<file path="src/ios_pkg.sv">
// How it works
// - forward run input sits in bit 0, backward run input in bit 1.
// - general inputs one to three sit in bits 2, 3 and 4.
// - every status bit without a terminal reads as 0.
// - an input bit is 1 while shorted to the input common, else 0.
// - output bit 0 is 1 while the transistor output is closed to its common.
// - output bit 8 is 1 for make contact closed, 0 for break contact closed.
// - input and output words are ORed into one four hex digit item, the link word is another; most significant on the left.
// - link view adds link forward and backward bits and has no output bits.
// - hours shown in four digits: one-hour steps below 10000, ten-hour steps above.
// - power-on hours wrap to zero after 65535 and keep counting.
// - board capacitor hours scale the same but stop and hold at 65535.
// - fan hours do not count while fan control has the fan stopped; they saturate.
// - each run command assertion counts one startup, shown with the same scaling.
// - link errors since power-on count up and return to zero past 9999.
// - the newest link error code replaces any earlier one.
// - highest heat-sink temperature within each hour is kept, in degrees.
// - highest effective output current within each hour is kept, in amperes.
// - bus capacitor capacitance is reported as percent of its shipment value.
// - the firmware version is readable as a four-digit maintenance item.
// - the keypad version item exists only while a remote keypad operates.
// - menu switching is allowed only when the menu scope setting equals 2.
package ios_pkg;
   // timebase: 25 MHz system clock, one hour of it per counter step
   localparam longint unsigned CLK_HZ   = 25_000_000;
   localparam longint unsigned HOUR_S   = 3600;
   localparam logic [39:0]     HOUR_CYC = 40'(HOUR_S * CLK_HZ);

   // status word bit positions
   localparam int BIT_FWD   = 0;
   localparam int BIT_BWD   = 1;
   localparam int BIT_GEN1  = 2;
   localparam int BIT_LFWD  = 13;
   localparam int BIT_LBWD  = 14;
   localparam int BIT_TOUT  = 0;
   localparam int BIT_RELAY = 8;

   // counter limits and scaling
   localparam logic [15:0] CNT_MAX    = 16'hffff;
   localparam logic [15:0] FINE_LIMIT = 16'h2710;   // 10000
   localparam logic [15:0] ERR_MAX    = 16'h270f;   // 9999
   localparam logic [15:0] SCALE_DIV  = 16'h000a;
   localparam logic [23:0] PCT_FULL   = 24'h000064; // 100 percent
   localparam logic [1:0]  SCOPE_FULL = 2'h2;

   // terminal and command levels seen by the block
   typedef struct packed {
      logic forward_run_input;
      logic backward_run_input;
      logic gen_input_one;
      logic gen_input_two;
      logic gen_input_three;
      logic transistor_output;
      logic relay_make_contact;
      logic link_forward_cmd;
      logic link_backward_cmd;
   } ios_terms_t;

   // four display digits, d4 leftmost
   typedef struct packed {
      logic [3:0] d4;
      logic [3:0] d3;
      logic [3:0] d2;
      logic [3:0] d1;
   } ios_digits_t;

   typedef enum logic [3:0] {
      ITM_IO_TERM   = 4'h0,
      ITM_IO_LINK   = 4'h1,
      ITM_RUN_HRS   = 4'h2,
      ITM_MAX_TEMP  = 4'h3,
      ITM_MAX_CUR   = 4'h4,
      ITM_CAP_PCT   = 4'h5,
      ITM_BOARD_HRS = 4'h6,
      ITM_FAN_HRS   = 4'h7,
      ITM_STARTS    = 4'h8,
      ITM_LINK_ERRS = 4'h9,
      ITM_LINK_CODE = 4'ha,
      ITM_FW_VER    = 4'hb,
      ITM_KP_VER    = 4'hc
   } ios_item_t;

   typedef struct packed {
      logic [39:0] pre;
      logic        tick;
      logic        run_prev;
      logic [15:0] hrs_run;
      logic [15:0] hrs_board;
      logic [15:0] hrs_fan;
      logic [15:0] starts;
      logic [15:0] err_cnt;
      logic [15:0] err_code;
      logic [7:0]  temp_run;
      logic [7:0]  temp_max;
      logic [15:0] cur_run;
      logic [15:0] cur_max;
      logic [15:0] in_word;
      logic [15:0] out_word;
      logic [15:0] link_word;
      ios_digits_t digits;
      logic        coarse;
      logic        valid;
      logic        menu_ok;
   } ios_state_t;

   localparam ios_state_t STATE_RST = '0;
endpackage

</file>
<file path="src/ios_status_maint.sv">
`timescale 1ns/1ps
module ios_status_maint
   import ios_pkg::*;
#(
   parameter logic [39:0] HOUR_CYCLES = HOUR_CYC,
   parameter logic [15:0] FW_VERSION  = 16'h0100   // arbitrary value
) (
   input  wire logic        CLK,
   input  wire logic        RST_N,
   input  wire ios_terms_t  TERMS,
   input  wire logic        FAN_ONOFF_CONTROL,
   input  wire logic        FAN_RUNNING,
   input  wire logic        RUN_CMD,
   input  wire logic        LINK_ERR,
   input  wire logic [15:0] LINK_ERR_CODE,
   input  wire logic [7:0]  HEATSINK_TEMP,
   input  wire logic [15:0] OUT_CURRENT,
   input  wire logic [15:0] CAP_MEAS,
   input  wire logic [15:0] CAP_SHIP,
   input  wire logic        KEYPAD_ATTACHED,
   input  wire logic [15:0] KEYPAD_FW_VER,
   input  wire logic [1:0]  KEYPAD_MENU_SCOPE,
   input  wire ios_item_t   ITEM_SEL,
   output logic      [15:0] IN_STATUS,
   output logic      [15:0] OUT_STATUS,
   output logic      [15:0] LINK_STATUS,
   output ios_digits_t      DISP,
   output logic             DISP_COARSE,
   output logic             ITEM_VALID,
   output logic             MENU_SWITCH_OK
);

   // scale an hour or startup count: unit steps below 10000, tens above
   function automatic logic [15:0] scale(input logic [15:0] v);
      scale = (v < FINE_LIMIT) ? v : v / SCALE_DIV;
   endfunction

   // saturating increment used by the counters that must not wrap
   function automatic logic [15:0] sat_inc(input logic [15:0] v);
      sat_inc = (v == CNT_MAX) ? v : v + 16'h0001;
   endfunction

   ios_state_t  s_q;
   ios_state_t  s_d;
   logic [15:0] in_word;
   logic [15:0] link_word;
   logic [15:0] out_word;
   logic [23:0] cap_prod;
   logic [15:0] cap_pct;
   logic [15:0] shown;
   logic        fan_counts;

   // terminal words; bits with no terminal stay zero
   always_comb begin
      in_word                 = 16'h0000;
      in_word[BIT_FWD]        = TERMS.forward_run_input;
      in_word[BIT_BWD]        = TERMS.backward_run_input;
      in_word[BIT_GEN1]       = TERMS.gen_input_one;
      in_word[BIT_GEN1 + 1]   = TERMS.gen_input_two;
      in_word[BIT_GEN1 + 2]   = TERMS.gen_input_three;
      link_word               = in_word;
      link_word[BIT_LFWD]     = TERMS.link_forward_cmd;
      link_word[BIT_LBWD]     = TERMS.link_backward_cmd;
      out_word                = 16'h0000;
      out_word[BIT_TOUT]      = TERMS.transistor_output;
      out_word[BIT_RELAY]     = TERMS.relay_make_contact;
   end

   // capacitance against shipment value; zero reference reads as 0 rather than dividing
   assign cap_prod = 24'(CAP_MEAS) * PCT_FULL;
   assign cap_pct  = (CAP_SHIP == 16'h0000) ? 16'h0000
                   : 16'(cap_prod / {8'h00, CAP_SHIP});

   // fan time is frozen only when on/off control is active and the fan is off
   assign fan_counts = !(FAN_ONOFF_CONTROL && !FAN_RUNNING);

   always_comb begin
      s_d = s_q;

      // hour timebase; a parameter so simulation can shorten the hour
      s_d.tick = 1'b0;
      if (s_q.pre >= HOUR_CYCLES - 40'h1) begin
         s_d.pre  = 40'h0;
         s_d.tick = 1'b1;
      end else begin
         s_d.pre = s_q.pre + 40'h1;
      end

      // hour counters step one cycle after the timebase pulse
      if (s_q.tick) begin
         s_d.hrs_run = s_q.hrs_run + 16'h0001;                 // wraps past 65535
         s_d.hrs_board = sat_inc(s_q.hrs_board);
         if (fan_counts) begin
            s_d.hrs_fan = sat_inc(s_q.hrs_fan);
         end
      end

      // startups counted on the run command's rising edge
      s_d.run_prev = RUN_CMD;
      if (RUN_CMD && !s_q.run_prev) begin
         s_d.starts = sat_inc(s_q.starts);
      end

      // link errors: wrap after the largest shown value, keep newest code
      if (LINK_ERR) begin
         s_d.err_cnt  = (s_q.err_cnt >= ERR_MAX) ? 16'h0000
                      : s_q.err_cnt + 16'h0001;
         s_d.err_code = LINK_ERR_CODE;
      end

      // running maxima restart at each hour and hand over the finished hour
      if (s_q.tick) begin
         s_d.temp_max = s_q.temp_run;
         s_d.cur_max  = s_q.cur_run;
         s_d.temp_run = HEATSINK_TEMP;
         s_d.cur_run  = OUT_CURRENT;
      end else begin
         if (HEATSINK_TEMP > s_q.temp_run) begin
            s_d.temp_run = HEATSINK_TEMP;
         end
         if (OUT_CURRENT > s_q.cur_run) begin
            s_d.cur_run = OUT_CURRENT;
         end
      end

      s_d.in_word   = in_word;
      s_d.out_word  = out_word;
      s_d.link_word = link_word;
      s_d.menu_ok   = (KEYPAD_MENU_SCOPE == SCOPE_FULL);

      // item selection for the four-digit readout
      shown    = 16'h0000;
      s_d.valid  = 1'b1;
      s_d.coarse = 1'b0;
      case (ITEM_SEL)
         ITM_IO_TERM: begin
            shown = in_word | out_word;
         end
         ITM_IO_LINK: begin
            shown = link_word;
         end
         ITM_RUN_HRS: begin
            shown      = scale(s_q.hrs_run);
            s_d.coarse = (s_q.hrs_run >= FINE_LIMIT);
         end
         ITM_BOARD_HRS: begin
            shown      = scale(s_q.hrs_board);
            s_d.coarse = (s_q.hrs_board >= FINE_LIMIT);
         end
         ITM_FAN_HRS: begin
            shown      = scale(s_q.hrs_fan);
            s_d.coarse = (s_q.hrs_fan >= FINE_LIMIT);
         end
         ITM_STARTS: begin
            shown      = scale(s_q.starts);
            s_d.coarse = (s_q.starts >= FINE_LIMIT);
         end
         ITM_MAX_TEMP: begin
            shown = {8'h00, s_q.temp_max};
         end
         ITM_MAX_CUR: begin
            shown = s_q.cur_max;
         end
         ITM_CAP_PCT: begin
            shown = cap_pct;
         end
         ITM_LINK_ERRS: begin
            shown = s_q.err_cnt;
         end
         ITM_LINK_CODE: begin
            shown = s_q.err_code;
         end
         ITM_FW_VER: begin
            shown = FW_VERSION;
         end
         ITM_KP_VER: begin
            shown     = KEYPAD_ATTACHED ? KEYPAD_FW_VER : 16'h0000;
            s_d.valid = KEYPAD_ATTACHED;
         end
         default: begin
            s_d.valid = 1'b0;
         end
      endcase
      s_d.digits = ios_digits_t'(shown);
   end

   // synchronous reset; clears counters and maxima, as do the hrs_run and err_cnt wraps; the hourly restart loads the running maxima with the present inputs
   always_ff @(posedge CLK) begin
      if (!RST_N) begin
         s_q <= STATE_RST;
      end else begin
         s_q <= s_d;
      end
   end

   assign IN_STATUS      = s_q.in_word;
   assign OUT_STATUS     = s_q.out_word;
   assign LINK_STATUS    = s_q.link_word;
   assign DISP           = s_q.digits;
   assign DISP_COARSE    = s_q.coarse;
   assign ITEM_VALID     = s_q.valid;
   assign MENU_SWITCH_OK = s_q.menu_ok;
endmodule // ios_status_maint

</file>
<file path="config.mk">
export PLATFORM = sky130hd
export DESIGN_NAME = ios_status_maint
export DESIGN_NICKNAME = d
export VERILOG_FILES = /design/src/ios_pkg.sv /design/src/ios_status_maint.sv
export SDC_FILE = /design/constraint.sdc
export NUM_CORES = 2
export LEC_CHECK = 0
export BUFFER_PORTS_ARGS = -buffer_cell sky130_fd_sc_hd__buf_2
export CAP_MARGIN = 20
export CELL_PAD_IN_SITES_DETAIL_PLACEMENT = 1
export CELL_PAD_IN_SITES_GLOBAL_PLACEMENT = 1
export CORE_UTILIZATION = 40
export CTS_CLUSTER_SIZE = 10
export DETAILED_ROUTE_END_ITERATION = 12
export PLACE_DENSITY = 0.84
export SYNTH_ARGS = -nofsm -noshare
export SYNTH_HDL_FRONTEND = slang
export SYNTH_SLANG_ARGS = --single-unit
</file>
<file path="constraint.sdc">
create_clock -name CLK -period 96.6 [get_ports CLK]
set_input_delay 4.83 -clock CLK [delete_from_list [all_inputs] [get_ports CLK]]
set_output_delay 4.83 -clock CLK [all_outputs]
set_load 0.1 [all_outputs]
</file>
==> out/summary.md <==
- total count of hold-check failures in the final report: 0
- # resized after CTS: 0
- fillcell total: 11583
- total wire length: 134000 µm
- most numerous cell types in the synthesized netlist: sky130_fd_sc_hd__nor2_1, sky130_fd_sc_hd__nand2_1, sky130_fd_sc_hd__a21oi_1
- Yosys top cell by area: sky130_fd_sc_hd__ha_1
- number of distinct library cell variants in the gate-level netlist after synthesis: 123
- placeable core area: 89900 µm²
- Sequential Area: 4290 µm²
- worst reg-to-reg setup slack: 86.97 ns
- number of design rule violations left after detail routing: 0
- H-tree depth: 1
- standard-cell row count: 110
- EDFF count, synth: 0
- synth-to-layout area growth: 6.04%
- I/O pin count: 177
- minimum clock period after layout: 83.05 ns
- outcome: complete, no violations
- clock latency reported for the late side of the worst-skew pair: 0.55 ns
- via-per-instance ratio: 6.24
- setup repair bufs after CTS: 0
- overall die area: 91800 µm²
- effective utilization at floorplan: 0.403
- chip width: 303 µm
- layout net count: 5615
- largest net degree at the start of global routing: 83
- count of maximum capacitance violations: 0
- area of the multi-input gates: 30000 µm²
- synth top area cells: sky130_fd_sc_hd__ha_1, sky130_fd_sc_hd__dfxtp_1, sky130_fd_sc_hd__nor2_1, sky130_fd_sc_hd__a21oi_1, sky130_fd_sc_hd__xnor2_1
- setup violators final: 0
- clock transition time at the flip-flop clock pins of the worst setup and hold paths: 0.06 ns
- clk sink count: 214
- number of warnings printed during yosys synthesis: 0
- detailed placer's ending HPWL: 105000 µm
- delay of the slowest cell on the worst path: 0.87 ns
- count leader, synth: sky130_fd_sc_hd__nor2_1
- fraction of final layout cells with drive strength greater than 1: 0.0823
- maximum fanout encountered on the critical timing path: 30
- Min-Delay Endpoint: s_q[213]$_SDFF_PP0_
- Hold Path Cell Cnt: 1
- worst setup path category: input pin to flop
- Remaining Overflow, GRT: 0
- initial antenna violation count: 5
- async set or reset register ratio after synthesis: 0
- TritonCTS clock tree: yes
- Slowest-stage cell, CP: sky130_fd_sc_hd__o311ai_0
- CP startpoint kind: input pin
- kind of capture point of the worst setup path: flop
- average wire per cell in the routed design: 21.2 µm
- cts-stage hold buffer count: 0
- global-route wire length before repair: 212000 µm
- Total GRT Usage: 0.282
- Fin Clk Skew: 0.0165 ns
- critical path required time: 97.02 ns
- First DRT Iteration DRCs: 2670
- final design utilization: 0.428
- number of buffers created by CTS: 26
- max-slew violation count: 0
- top-area cell type share of the netlist area: 0.123
- Most used DFF post-synth: sky130_fd_sc_hd__dfxtp_1
- cell count after synthesis: 5155
- Post-Layout Cell Count: 6319
- Worst Tran Pin Value: 1.13 ns
- worst rel slew slack: 0.239
- length of the first detailed-routing pass in iterations: 8
- sequential element share of the synthesized area: 0.118
- IO buf count: 142
- number of synthesized register bits: 214
- capture instance of the worst register-to-register path: DISP[0]$_SDFF_PN0_
- unrepaired setup endpoints after global routing: no
- depth of the most critical reg-to-reg path: 31
- origin of the worst min-delay path: s_q[213]$_SDFF_PP0_
- maximum count of clock buffers along a single path: 3
- final estimated routing congestion in global placement: 0.964
- DR vias: 39462
- CTS root buffer: sky130_fd_sc_hd__clkbuf_16
- worst reg2reg path startpoint: s_q[160]$_SDFFE_PN0P_
- die span in y: 303 µm
- post-detailed-route count of antenna-violating nets: 0
- class of the most critical hold timing path: flop to flop
- Post-Synthesis Cell Area: 36200 µm²
- worst endpoint data arrival time: 83.47 ns
- mean cell area of the mapped netlist: 7.03 µm²
- Achievable Freq: 0.0120 GHz
- Post-Place Cells: 6283
- TNS Setup: 0 ns
- number of global-route vias before repair: 39466
- Final period util: 0.860
## routing by layer
metal / track usage / up-vias / wire (µm)
li1: - / 18681 / -
met1: 0.363 / 19282 / 59100
met2: 0.481 / 1170 / 62200
met3: 0.0290 / 325 / 7530
met4: 0.107 / 4 / 5230
met5: 0 / - / 24
## layout make-up
cell class,count,share of cell area
Timing Repair Buffer,202,0.0301
Antenna cell,3,0.000195
Tap cell,1176,0.0383
Clock buffer,27,0.0173
Inverter,222,0.0217
Sequential cell,214,0.111
Multi-Input combinational cell,4471,0.780
Clock inverter,4,0.000911
## placed cells by master (no fill, tap or decap), types with 114 or more instances in the layout
| cell type | netlist | layout |
|---|---|---|
| sky130_fd_sc_hd__a21o_1 | 148 | 148 |
| sky130_fd_sc_hd__a21oi_1 | 415 | 415 |
| sky130_fd_sc_hd__buf_2 | 13 | 143 |
| sky130_fd_sc_hd__dfxtp_1 | 214 | 213 |
| sky130_fd_sc_hd__ha_1 | 356 | 356 |
| sky130_fd_sc_hd__inv_1 | 217 | 217 |
| sky130_fd_sc_hd__nand2_1 | 430 | 430 |
| sky130_fd_sc_hd__nand2b_1 | 114 | 114 |
| sky130_fd_sc_hd__nand3_1 | 136 | 136 |
| sky130_fd_sc_hd__nor2_1 | 613 | 611 |
| sky130_fd_sc_hd__nor3_1 | 169 | 164 |
| sky130_fd_sc_hd__o21ai_0 | 308 | 308 |
| sky130_fd_sc_hd__xnor2_1 | 222 | 222 |
| sky130_fd_sc_hd__xor2_1 | 155 | 155 |
## through the flow
step / setup slack, ns / hold slack (ns) / cell area (µm²)
6_report: 13.55 / 0.478 / 38400
5_1_grt: 7.16 / 0.527 / 38400
4_1_cts: 14.32 / 0.481 / 38400
3_5_place_dp: 14.09 / 0.463 / 37700
3_3_place_gp: 17.20 / 0.451 / 37700
2_1_floorplan: 23.98 / 0.430 / 36400
## worst max path at each step
stage / startpoint / slack (ns) / endpoint
3_3_place_gp: CAP_MEAS[2] / 17.20 / DISP[0]$_SDFF_PN0_
3_5_place_dp: CAP_MEAS[2] / 14.09 / DISP[0]$_SDFF_PN0_
5_1_grt: CAP_MEAS[2] / 7.16 / DISP[0]$_SDFF_PN0_
6_report: CAP_MEAS[2] / 13.55 / DISP[0]$_SDFF_PN0_
4_1_cts: CAP_MEAS[2] / 14.32 / DISP[0]$_SDFF_PN0_
2_1_floorplan: CAP_MEAS[2] / 23.98 / DISP[0]$_SDFF_PN0_
## registers in the layout, indices dropped and copies added (netlist names)
signal and cells:
MENU_SWITCH_OK 1, ITEM_VALID 1, IN_STATUS 4, OUT_STATUS 2, s_q 186, LINK_STATUS 3
DISP_COARSE 1, DISP 16
## logic make-up after synthesis
logic type,synth area share
and+or+nand+nor,0.265
AOI/OAI and AO/OA,0.280
buffers and inverters,0.0604
xor gates and xnor gates,0.0922
adders and majority gates,0.132
DFF,0.118
muxes,0.0520
other,0.000103
## critical path: cells and delay by family
| family | cells | cell delay, ns |
|---|---|---|
| and+or+nand+nor | 104 | 20.81 |
| adders and majority gates | 27 | 9.09 |
| muxes | 4 | 1.90 |
| buffers and inverters | 8 | 1.86 |
| AOI/OAI and AO/OA | 216 | 43.30 |
| xor gates and xnor gates | 7 | 1.45 |
Power is left out: the tool's default activity adds up to more than one toggle a clock period on the data nets, which glitch-free logic cannot reach.
